$ cat src/pwrmon_pkg.sv
// constants, types and helpers shared by the converter setup block
package pwrmon_pkg;
	localparam int CLK_MHZ      = 50;
	localparam int DLY_STEP_MS  = 2;
	localparam int DLY_STEP_CYC = DLY_STEP_MS * 1000 * CLK_MHZ;

	localparam logic [7:0]  PTR_DEV_SETUP  = 8'h00;
	localparam logic [7:0]  PTR_CONV_SETUP = 8'h01;
	localparam logic [15:0] DEV_SETUP_RST  = 16'h0000;
	localparam logic [15:0] CONV_SETUP_RST = 16'hfb68;
	localparam logic [15:0] DEV_RSVD_MASK  = 16'h402f;

	localparam int DEV_SWRST_BIT = 15;
	localparam int DEV_DLY_LSB   = 6;
	localparam int DEV_RANGE_BIT = 4;
	localparam int MODE_LSB      = 12;
	localparam int MODE_CONT_BIT = 15;
	localparam int BUS_CT_LSB    = 9;
	localparam int SHUNT_CT_LSB  = 6;
	localparam int TEMP_CT_LSB   = 3;
	localparam int AVG_LSB       = 0;

	typedef enum logic [2:0] {
		SQ_IDLE = 3'b001,
		SQ_WAIT = 3'b010,
		SQ_CONV = 3'b100
	} seq_state_type;

	typedef enum logic [4:0] {
		I2_IDLE = 5'b00001,
		I2_RX   = 5'b00010,
		I2_ACKO = 5'b00100,
		I2_TX   = 5'b01000,
		I2_ACKI = 5'b10000
	} i2c_state_type;

	// conversion time in microseconds per code
	function automatic logic [12:0] conv_us(input logic [2:0] code);
		unique case (code)
			3'h0: conv_us = 13'd50;
			3'h1: conv_us = 13'd84;
			3'h2: conv_us = 13'd150;
			3'h3: conv_us = 13'd280;
			3'h4: conv_us = 13'd540;
			3'h5: conv_us = 13'd1052;
			3'h6: conv_us = 13'd2074;
			default: conv_us = 13'd4120;
		endcase
	endfunction : conv_us

	// samples averaged per code
	function automatic logic [10:0] avg_n(input logic [2:0] code);
		unique case (code)
			3'h0: avg_n = 11'd1;
			3'h1: avg_n = 11'd4;
			3'h2: avg_n = 11'd16;
			3'h3: avg_n = 11'd64;
			3'h4: avg_n = 11'd128;
			3'h5: avg_n = 11'd256;
			3'h6: avg_n = 11'd512;
			default: avg_n = 11'd1024;
		endcase
	endfunction : avg_n
endpackage : pwrmon_pkg

$ cat src/regbus_if.sv
// register access link between the serial slave and the register core
`timescale 1ns/100ps
interface regbus_if;
	logic        wr_stb;
	logic [7:0]  ptr;
	logic [15:0] wdata;
	logic [15:0] rdata;
	modport slave_end (output wr_stb, output ptr, output wdata, input rdata);
	modport reg_end   (input wr_stb, input ptr, input wdata, output rdata);
endinterface : regbus_if

$ cat src/power_monitor_conv_setup.sv
// setup registers and conversion sequencer of the power monitor converter
`timescale 1ns/100ps
module power_monitor_conv_setup #(
	parameter int         US_CYC       = pwrmon_pkg::CLK_MHZ,
	parameter int         DLY_STEP_CYC = pwrmon_pkg::DLY_STEP_CYC,
	parameter logic [6:0] DEV_ADDR     = 7'h40
) (
	// clock and reset
	input  wire logic       i_ref_clk,
	input  wire logic       i_arst_n,
	// serial pins
	input  wire logic       i_scl,
	input  wire logic       i_sda,
	output logic            o_sda,
	output logic            o_sda_oe,
	// converter control
	output logic            o_shunt_range,
	output logic            o_conv_active,
	output logic [2:0]      o_conv_chan,
	output logic            o_result_upd,
	output logic [2:0]      o_result_chan
);
	import pwrmon_pkg::*;

	typedef struct packed {
		logic [7:0]    dly;
		logic          range;
		logic [15:0]   conv;
		logic          pend;
		seq_state_type st;
		logic [31:0]   cnt;
		logic [10:0]   samp;
		logic [2:0]    rem;
		logic [2:0]    chan;
		logic          upd;
		logic [2:0]    upd_chan;
	} core_type;

	// pend set at reset so the default continuous mode starts on its own
	localparam core_type CORE_RST = '{dly: DEV_SETUP_RST[13:6], range: DEV_SETUP_RST[4],
		conv: CONV_SETUP_RST, pend: 1'b1, st: SQ_IDLE, default: '0};

	core_type    s;
	core_type    nxt_s;
	logic [15:0] dev_word;
	regbus_if    bus ();

	i2c_reg_slave #(
		.DEV_ADDR (DEV_ADDR)
	) u_slave (
		.i_ref_clk (i_ref_clk),
		.i_arst_n  (i_arst_n),
		.i_scl     (i_scl),
		.i_sda     (i_sda),
		.o_sda_oe  (o_sda_oe),
		.bus       (bus.slave_end)
	);

	// cycles for one sample of a one-hot channel
	function automatic logic [31:0] ch_cyc(input logic [15:0] cv, input logic [2:0] ch);
		logic [2:0] code;
		code = ch[0] ? cv[BUS_CT_LSB +: 3] : ch[1] ? cv[SHUNT_CT_LSB +: 3] : cv[TEMP_CT_LSB +: 3];
		ch_cyc = 32'(conv_us(code)) * 32'(US_CYC);
	endfunction : ch_cyc

	// start the lowest enabled channel of mask m
	function automatic core_type begin_set(input core_type c, input logic [2:0] m);
		core_type   r;
		logic [2:0] first;
		r       = c;
		first   = m & (~m + 3'h1);
		r.rem   = m;
		r.chan  = first;
		r.st    = SQ_CONV;
		r.cnt   = ch_cyc(c.conv, first) - 32'h1;
		r.samp  = avg_n(c.conv[AVG_LSB +: 3]) - 11'h1;
		begin_set = r;
	endfunction : begin_set

	always_comb
	begin
		nxt_s     = s;
		nxt_s.upd = 1'b0;
		unique case (s.st)
			SQ_IDLE: ;
			SQ_WAIT:
				if (s.cnt == 32'h0)
					nxt_s = begin_set(s, s.conv[MODE_LSB +: 3]);
				else
					nxt_s.cnt = s.cnt - 32'h1;
			SQ_CONV:
				if (s.cnt != 32'h0)
					nxt_s.cnt = s.cnt - 32'h1;
				else if (s.samp != 11'h0)
				begin
					// results wait until the last averaged sample
					nxt_s.samp = s.samp - 11'h1;
					nxt_s.cnt  = ch_cyc(s.conv, s.chan) - 32'h1;
				end
				else
				begin
					nxt_s.upd      = 1'b1;
					nxt_s.upd_chan = s.chan;
					if ((s.rem & ~s.chan) != 3'h0)
						nxt_s = begin_set(nxt_s, s.rem & ~s.chan);
					else if (s.conv[MODE_CONT_BIT])
						nxt_s = begin_set(nxt_s, s.conv[MODE_LSB +: 3]);
					else
					begin
						nxt_s.st   = SQ_IDLE;
						nxt_s.rem  = 3'h0;
						nxt_s.chan = 3'h0;
					end
				end
			default: nxt_s.st = SQ_IDLE;
		endcase
		// a fresh mode restarts the sequence, honouring the start delay
		if (s.pend)
		begin
			nxt_s.pend = 1'b0;
			nxt_s.rem  = 3'h0;
			nxt_s.chan = 3'h0;
			if (s.conv[MODE_LSB +: 3] == 3'h0)
				nxt_s.st = SQ_IDLE;
			else if (s.dly == 8'h0)
				nxt_s = begin_set(nxt_s, s.conv[MODE_LSB +: 3]);
			else
			begin
				nxt_s.st  = SQ_WAIT;
				nxt_s.cnt = 32'(s.dly) * 32'(DLY_STEP_CYC) - 32'h1;
			end
		end
		if (bus.wr_stb && bus.ptr == PTR_DEV_SETUP)
		begin
			if (bus.wdata[DEV_SWRST_BIT])
				nxt_s = CORE_RST;
			else
			begin
				nxt_s.dly   = bus.wdata[DEV_DLY_LSB +: 8];
				nxt_s.range = bus.wdata[DEV_RANGE_BIT];
			end
		end
		else if (bus.wr_stb && bus.ptr == PTR_CONV_SETUP)
		begin
			nxt_s.conv = bus.wdata;
			nxt_s.pend = 1'b1;
		end
	end

	always_ff @(posedge i_ref_clk or negedge i_arst_n)
	begin
		if (!i_arst_n)
			s <= CORE_RST;
		else
			s <= nxt_s;
	end

	// reserved and reset bits are never stored, so they read zero
	assign dev_word  = {2'b00, s.dly, 1'b0, s.range, 4'h0};
	assign bus.rdata = (bus.ptr == PTR_DEV_SETUP)  ? dev_word :
	                   (bus.ptr == PTR_CONV_SETUP) ? s.conv : 16'h0000;

	assign o_sda         = 1'b0;
	assign o_shunt_range = s.range;
	assign o_conv_active = s.st[2];
	assign o_conv_chan   = s.chan;
	assign o_result_upd  = s.upd;
	assign o_result_chan = s.upd_chan;

	AST_SWRST_DEFAULTS:
	assert property (@(posedge i_ref_clk) disable iff (!i_arst_n)
		(bus.wr_stb && bus.ptr == PTR_DEV_SETUP && bus.wdata[DEV_SWRST_BIT])
		|=> (s.conv == CONV_SETUP_RST && s.dly == 8'h0 && !s.range && s.st == SQ_IDLE))
	else $error("software reset left a register off its default");

	AST_SWRST_READS_ZERO:
	assert property (@(posedge i_ref_clk) disable iff (!i_arst_n)
		(bus.wr_stb && bus.ptr == PTR_DEV_SETUP && bus.wdata[DEV_SWRST_BIT])
		|=> (bus.rdata == DEV_SETUP_RST))
	else $error("software reset bit read back as one");

	AST_START_DELAY:
	assert property (@(posedge i_ref_clk) disable iff (!i_arst_n)
		(s.pend && s.dly != 8'h0 && s.conv[MODE_LSB +: 3] != 3'h0 && !bus.wr_stb)
		|=> (s.st == SQ_WAIT && s.cnt == 32'($past(s.dly)) * 32'(DLY_STEP_CYC) - 32'h1))
	else $error("start delay not loaded as code times step");

	AST_RANGE_FOLLOWS:
	assert property (@(posedge i_ref_clk) disable iff (!i_arst_n)
		(bus.wr_stb && bus.ptr == PTR_DEV_SETUP && !bus.wdata[DEV_SWRST_BIT])
		|=> (o_shunt_range == $past(bus.wdata[DEV_RANGE_BIT])))
	else $error("range output does not follow the written bit");

	AST_RESERVED_ZERO:
	assert property (@(posedge i_ref_clk) disable iff (!i_arst_n)
		(bus.ptr == PTR_DEV_SETUP) |-> ((bus.rdata & DEV_RSVD_MASK) == 16'h0000))
	else $error("reserved setup bits read nonzero");

	AST_SHUTDOWN_IDLE:
	assert property (@(posedge i_ref_clk) disable iff (!i_arst_n)
		(s.pend && s.conv[MODE_LSB +: 3] == 3'h0 && !bus.wr_stb)
		|=> (!o_conv_active)[*3])
	else $error("converter ran in shutdown mode");

	AST_SINGLE_SHOT_STOPS:
	assert property (@(posedge i_ref_clk) disable iff (!i_arst_n)
		(s.st == SQ_CONV && s.cnt == 32'h0 && s.samp == 11'h0 && (s.rem & ~s.chan) == 3'h0
		 && !s.conv[MODE_CONT_BIT] && !s.pend && !bus.wr_stb)
		|=> (s.st == SQ_IDLE && o_result_upd))
	else $error("single-shot set did not end after its last channel");

	AST_CONTINUOUS_REPEATS:
	assert property (@(posedge i_ref_clk) disable iff (!i_arst_n)
		(s.st == SQ_CONV && s.cnt == 32'h0 && s.samp == 11'h0 && (s.rem & ~s.chan) == 3'h0
		 && s.conv[MODE_CONT_BIT] && !s.pend && !bus.wr_stb)
		|=> (s.st == SQ_CONV && s.rem == $past(s.conv[MODE_LSB +: 3])))
	else $error("continuous set did not restart");

	AST_CHANNEL_TIME:
	assert property (@(posedge i_ref_clk) disable iff (!i_arst_n)
		(s.st == SQ_CONV && $changed(s.chan) && s.chan != 3'h0 && !$past(bus.wr_stb))
		|-> (s.cnt == ch_cyc(s.conv, s.chan) - 32'h1 && $onehot(s.chan)))
	else $error("channel started with the wrong conversion time");

	AST_AVG_UPDATE:
	assert property (@(posedge i_ref_clk) disable iff (!i_arst_n)
		o_result_upd |-> ($past(s.samp) == 11'h0 && $past(s.cnt) == 32'h0))
	else $error("result updated before averaging finished");
endmodule : power_monitor_conv_setup

$ cat src/i2c_reg_slave.sv
// serial two-wire slave giving word access to the setup registers
`timescale 1ns/100ps
module i2c_reg_slave #(
	parameter logic [6:0] DEV_ADDR = 7'h40
) (
	// clock and reset
	input  wire logic i_ref_clk,
	input  wire logic i_arst_n,
	// serial pins
	input  wire logic i_scl,
	input  wire logic i_sda,
	output logic      o_sda_oe,
	// register side
	regbus_if.slave_end bus
);
	import pwrmon_pkg::*;

	typedef struct packed {
		i2c_state_type st;
		logic          scl_q;
		logic          sda_q;
		logic [7:0]    sh;
		logic [3:0]    bitc;
		logic [2:0]    bytec;
		logic          rnw;
		logic [7:0]    ptr;
		logic [7:0]    hi;
		logic [15:0]   txw;
		logic          oe;
		logic          wr;
		logic [15:0]   wdata;
	} slv_type;

	localparam slv_type SLV_RST = '{st: I2_IDLE, scl_q: 1'b1, sda_q: 1'b1, default: '0};

	slv_type s;
	slv_type nxt_s;
	logic    sclr;
	logic    sclf;
	logic    start_c;
	logic    stop_c;

	assign sclr    = i_scl & ~s.scl_q;
	assign sclf    = ~i_scl & s.scl_q;
	assign start_c = s.scl_q & i_scl & s.sda_q & ~i_sda;
	assign stop_c  = s.scl_q & i_scl & ~s.sda_q & i_sda;

	always_comb
	begin
		nxt_s       = s;
		nxt_s.scl_q = i_scl;
		nxt_s.sda_q = i_sda;
		nxt_s.wr    = 1'b0;
		if (start_c)
		begin
			nxt_s.st    = I2_RX;
			nxt_s.bitc  = 4'h0;
			nxt_s.bytec = 3'h0;
			nxt_s.oe    = 1'b0;
		end
		else if (stop_c)
		begin
			nxt_s.st = I2_IDLE;
			nxt_s.oe = 1'b0;
		end
		else
		begin
			unique case (s.st)
				I2_IDLE: ;
				I2_RX:
					if (sclr)
					begin
						nxt_s.sh   = {s.sh[6:0], i_sda};
						nxt_s.bitc = s.bitc + 4'h1;
					end
					else if (sclf && s.bitc == 4'h8)
					begin
						nxt_s.bitc = 4'h0;
						nxt_s.st   = I2_ACKO;
						nxt_s.oe   = 1'b1;
						// pointer byte, then high byte, then low byte
						unique case (s.bytec)
							3'h0:
								if (s.sh[7:1] == DEV_ADDR)
									nxt_s.rnw = s.sh[0];
								else
								begin
									nxt_s.st = I2_IDLE;
									nxt_s.oe = 1'b0;
								end
							3'h1: nxt_s.ptr = s.sh;
							3'h2: nxt_s.hi  = s.sh;
							3'h3:
							begin
								nxt_s.wr    = 1'b1;
								nxt_s.wdata = {s.hi, s.sh};
							end
							default: ;
						endcase
					end
				I2_ACKO:
					if (sclf)
					begin
						nxt_s.oe    = 1'b0;
						nxt_s.st    = I2_RX;
						nxt_s.bytec = (s.bytec == 3'h4) ? s.bytec : s.bytec + 3'h1;
						if (s.rnw && s.bytec == 3'h0)
						begin
							nxt_s.txw = bus.rdata;
							nxt_s.st  = I2_TX;
							nxt_s.oe  = ~bus.rdata[15];
						end
					end
				I2_TX:
					if (sclf)
					begin
						nxt_s.txw  = {s.txw[14:0], 1'b0};
						nxt_s.bitc = s.bitc + 4'h1;
						nxt_s.oe   = ~s.txw[14];
						if (s.bitc == 4'h7)
						begin
							nxt_s.oe   = 1'b0;
							nxt_s.st   = I2_ACKI;
							nxt_s.bitc = 4'h0;
						end
					end
				I2_ACKI:
					if (sclr && i_sda)
						nxt_s.st = I2_IDLE;
					else if (sclf)
					begin
						nxt_s.st = I2_TX;
						nxt_s.oe = ~s.txw[15];
					end
			endcase
		end
	end

	always_ff @(posedge i_ref_clk or negedge i_arst_n)
	begin
		if (!i_arst_n)
			s <= SLV_RST;
		else
			s <= nxt_s;
	end

	assign o_sda_oe  = s.oe;
	assign bus.wr_stb = s.wr;
	assign bus.ptr    = s.ptr;
	assign bus.wdata  = s.wdata;

	AST_MSB_FIRST:
	assert property (@(posedge i_ref_clk) disable iff (!i_arst_n)
		(s.st == I2_ACKO && sclf && !start_c && s.rnw && s.bytec == 3'h0)
		|=> (s.st == I2_TX && s.oe == ~$past(bus.rdata[15])))
	else $error("read word does not start with its most significant bit");
endmodule : i2c_reg_slave

$ cat config.mk
export PLATFORM = sky130hd
export DESIGN_NAME = power_monitor_conv_setup
export DESIGN_NICKNAME = d
export VERILOG_FILES = /design/src/pwrmon_pkg.sv /design/src/regbus_if.sv /design/src/power_monitor_conv_setup.sv /design/src/i2c_reg_slave.sv
export SDC_FILE = /design/constraint.sdc
export NUM_CORES = 1
export LEC_CHECK = 0
export BUFFER_PORTS_ARGS = -buffer_cell sky130_fd_sc_hd__buf_4
export CAP_MARGIN = 20
export CORE_UTILIZATION = 60
export CTS_CLUSTER_SIZE = 20
export DETAILED_ROUTE_END_ITERATION = 6
export PLACE_DENSITY = 0.79
export SYNTH_ARGS = -nofsm -noshare
export SYNTH_HDL_FRONTEND = slang
export SYNTH_SLANG_ARGS = --single-unit
$ cat constraint.sdc
create_clock -name i_ref_clk -period 5.6 [get_ports i_ref_clk]
set_input_delay 1.12 -clock i_ref_clk [delete_from_list [all_inputs] [get_ports i_ref_clk]]
set_output_delay 1.12 -clock i_ref_clk [all_outputs]
set_load 0.005 [all_outputs]
==> load_flow_metrics.sql <==
INSERT INTO impl_metrics (metric_group, metric, value, unit) VALUES
('grt', 'global_route.overflow_total', '0', ''),
('grt', 'first_global_vias', '13213', ''),
('synth', 'synth_area_leader_cell', 'sky130_fd_sc_hd__dfrtp_1', ''),
('drt', 'wl_met3', '3560', 'um'),
('drt', 'drt_pre_antenna_iters', '6', ''),
('synth', 'flip_flop_and_latch_count_after_synthesis', '155', ''),
('cts', 'clock_tree.htree_level_count', '4', ''),
('cts', 'path_clk_slew', '80', 'ps'),
('synth', 'syn_area', '15100', 'um^2'),
('pwr', 'peakVddDrop', '237', 'uV'),
('synth', 'register_area_share_after_synthesis', '25.8', '%'),
('timing', 'final_hold_violations', '0', ''),
('worst_setup_path', 'critical_path_peak_fanout', '11', ''),
('worst_setup_path', 'regToRegStartpoint', 's[70]', ''),
('timing', 'timing.hold.ws', '489', 'ps'),
('placed_design', 'place_hpwl', '33200', 'um'),
('placed_design', 'io_buffer_count', '13', ''),
('drt', 'routed-wl-met2', '20400', 'um'),
('final_layout', 'number_of_nets_in_the_final_layout', '2016', ''),
('synth', 'synth_flop_cell', 'sky130_fd_sc_hd__dfrtp_1', ''),
('cts', 'cts_resized', '0', ''),
('pwr', 'power.static_leakage', '7.88', 'nW'),
('synth', 'synthDistinctLibCells', '106', ''),
('timing', 'skew', '15.4', 'ps'),
('die', 'die_h', '161', 'um'),
('status', 'outcome', 'completed', ''),
('worst_setup_path', 'cp.arrival', '5590', 'ps'),
('synth', 'yosys-top-cells-area', 'sky130_fd_sc_hd__dfrtp_1 23%, sky130_fd_sc_hd__ha_1 14%, sky130_fd_sc_hd__a21oi_1 4.9%, sky130_fd_sc_hd__nand2_1 4.5%, sky130_fd_sc_hd__o21ai_0 4.4%', ''),
('cts', 'post_cts_buffers', '0', ''),
('cts', 'root_buffer', 'sky130_fd_sc_hd__clkbuf_16', ''),
('synth', 'synth_warnings', '0', ''),
('worst_setup_path', 'r2r_slack', '330', 'ps'),
('final_layout', 'p_r_area_growth_vs_syn', '7.69', '%'),
('worst_setup_path', 'critical_path_launch_point', 's[70]', ''),
('drt', 'detailedRoute.firstIterationViolations', '1814', ''),
('placed_design', 'dp_cells', '2116', ''),
('die', 'io_pins', '15', ''),
('timing', 'final-max-slew-violation-count', '0', ''),
('final_layout', 'final_layout_size_suffix_gt1_share', '11.8', '%'),
('worst_setup_path', 'crit_end', 's[39]', ''),
('grt', 'number_of_antenna_violations_at_the_first_check_in_global_routing', '0', ''),
('die', 'die-area', '25800', 'um^2'),
('worst_setup_path', 'worst-setup-path-type', 'flip-flop to flip-flop', ''),
('worst_hold_path', 'hold_start', 'u_slave.bus.wdata[2]', ''),
('die', 'floorplan.initialDensity', '61.6', '%'),
('drt', 'detail_route.drc_violations', '0', ''),
('synth', 'synth_edf_count', '0', ''),
('drt', 'maxUsedRoutingLayer', 'met4', ''),
('worst_setup_path', 'cp.required', '5920', 'ps'),
('grt', 'grt_start_max_net_pins', '119', ''),
('drt', 'drt.antenna.violating_nets', '0', ''),
('worst_setup_path', 'critPathCaptureType', 'flip-flop', ''),
('cts', 'clk-insertion-delay-late', '440', 'ps'),
('die', 'row_count', '57', ''),
('pwr', 'power.density', '159', 'nW/um^2'),
('cts', 'cts.sinks', '155', ''),
('drt', 'num_vias', '14023', ''),
('cts', 'clock_tree.buffer_depth', '2', ''),
('drt', 'drt-met1-wl', '18000', 'um'),
('timing', 'achievable-frequency', '190', 'MHz'),
('timing', 'max_slew_margin', '32.2', '%'),
('cts', 'clock_tree_from_tritoncts', 'done', ''),
('drt', 'avgViaCountPerCell', '6.52', ''),
('timing', 'rsz0062_at_grt', 'false', ''),
('worst_hold_path', 'min-delay-path-class', 'flip-flop to flip-flop', ''),
('worst_setup_path', 'crit_path_start_kind', 'flip-flop', ''),
('cts', 'ctsHoldBuffers', '0', ''),
('worst_setup_path', 'r2r_end', 's[39]', ''),
('run', 'drv.max_cap_violation_count', '0', ''),
('timing', 'fin_crit_sh', '94.1', '%'),
('cts', 'cts_inserted_buffers', '17', '');
layout by cell type (no fill, tap or decap), types with 16 or more instances in the layout:
master and instances:
sky130_fd_sc_hd__a21o_1 25, sky130_fd_sc_hd__mux2_2 44, sky130_fd_sc_hd__nor2_1 152, sky130_fd_sc_hd__clkbuf_16 17, sky130_fd_sc_hd__a211oi_1 27, sky130_fd_sc_hd__xnor2_1 41, sky130_fd_sc_hd__a31oi_1 17, sky130_fd_sc_hd__dfrtp_1 140
sky130_fd_sc_hd__nor3_1 57, sky130_fd_sc_hd__xor2_1 29, sky130_fd_sc_hd__o21ai_0 131, sky130_fd_sc_hd__inv_1 135, sky130_fd_sc_hd__nand2b_1 25, sky130_fd_sc_hd__ha_1 172, sky130_fd_sc_hd__nand2_1 179, sky130_fd_sc_hd__o211ai_1 16
sky130_fd_sc_hd__a21oi_1 146, sky130_fd_sc_hd__fa_1 27, sky130_fd_sc_hd__buf_4 48, sky130_fd_sc_hd__nand3_1 58
logic make-up after synthesis:
| kind of cell | after synthesis | synth area share [%] |
|---|---|---|
| buffers and inverters | 220 | 5.84 |
| adders and majority gates | 199 | 17.9 |
| AOI/OAI and AO/OA | 505 | 21.5 |
| DFF | 155 | 25.8 |
| other | 1 | 0.0249 |
| muxes | 59 | 4.41 |
| and+or+nand+nor | 615 | 20.4 |
| xor gates and xnor gates | 70 | 4.07 |
power breakdown:
group          leakage (nW)  internal (W)  switching, W
Combinational          5.50     0.0000746      0.000103
Clock                 0.293      0.000609      0.000574
Sequential             2.09       0.00116     0.0000549
per-stage QoR:
| stage | util, % | power, W | cell area (um^2) | setup slack (ps) |
|---|---|---|---|---|
| final | 66.4 | 0.00258 | 16200 | 332 |
| after global routing | 66.4 | 0.00265 | 16200 | 1.44 |
| after floorplan | - | 0.00133 | 15100 | 544 |
| after detailed placement | 63.5 | 0.00141 | 15500 | 131 |
| after global placement | 63.5 | 0.00141 | 15500 | 207 |
| after CTS | 66.0 | 0.00258 | 16100 | 98.3 |
area by class of cell:
cell class                      count  area (um^2)
Sequential cell                   155         3900
Timing Repair Buffer               51          414
Clock buffer                       17          425
Fill cell                        2027         8220
Inverter                          136          513
Clock inverter                     15          194
Tap cell                          324          405
Multi-Input combinational cell   1452        10400
flip-flops by register name, indices dropped and copies added, names as in the netlist, 3 cells and up:
name,flops
s,65
u_slave.bus.ptr,8
dev_word,8
o_conv_chan,3
o_result_chan,3
u_slave.bus.wdata,16
u_slave.s,47
how the worst min path moves through the flow:
stage | to | cells after the start
floorplan | s[57] | 2
global placement | u_slave.s[28] | 2
detailed placement | s[59] | 2
CTS | s[59] | 2
global route | s[59] | 2
finish | s[59] | 2
synthesized netlist by cell type (29+ instances only):
cell type                  number
sky130_fd_sc_hd__nand2_1      179
sky130_fd_sc_hd__ha_1         172
sky130_fd_sc_hd__nor2_1       153
sky130_fd_sc_hd__a21oi_1      147
sky130_fd_sc_hd__dfrtp_1      140
sky130_fd_sc_hd__inv_1        135
sky130_fd_sc_hd__o21ai_0      132
sky130_fd_sc_hd__clkbuf_1      65
sky130_fd_sc_hd__nand3_1       58
sky130_fd_sc_hd__nor3_1        57
sky130_fd_sc_hd__mux2_2        44
sky130_fd_sc_hd__xnor2_1       41
sky130_fd_sc_hd__xor2_1        29
worst max-delay path, cell delays in order (launching register included):
cell and delay [ps]:
sky130_fd_sc_hd__dfstp_4 730, sky130_fd_sc_hd__mux2i_4 350, sky130_fd_sc_hd__o21ai_2 190, sky130_fd_sc_hd__nor2_1 230, sky130_fd_sc_hd__nand2_1 120, sky130_fd_sc_hd__ha_1 340, sky130_fd_sc_hd__o21a_1 250, sky130_fd_sc_hd__nor2_1 90
sky130_fd_sc_hd__buf_4 180, sky130_fd_sc_hd__ha_1 160, sky130_fd_sc_hd__nand2_1 60, sky130_fd_sc_hd__fa_1 350, sky130_fd_sc_hd__inv_1 60, sky130_fd_sc_hd__ha_1 300, sky130_fd_sc_hd__a21oi_1 260, sky130_fd_sc_hd__o21ai_0 160
sky130_fd_sc_hd__a21boi_1 320, sky130_fd_sc_hd__o21ai_0 190, sky130_fd_sc_hd__a21o_1 200, sky130_fd_sc_hd__a21oi_1 270, sky130_fd_sc_hd__nand2_1 90, sky130_fd_sc_hd__a21oi_1 190, sky130_fd_sc_hd__nor4_2 50
routing by layer:
layer / global-route usage (%) / up-vias
met3: 5.99 / 144
li1: - / 6537
met2: 55.6 / 669
met5: 0 / -
met1: 44.4 / 6673
met4: 15.6 / 0
Power figures use the tool's default switching activity.
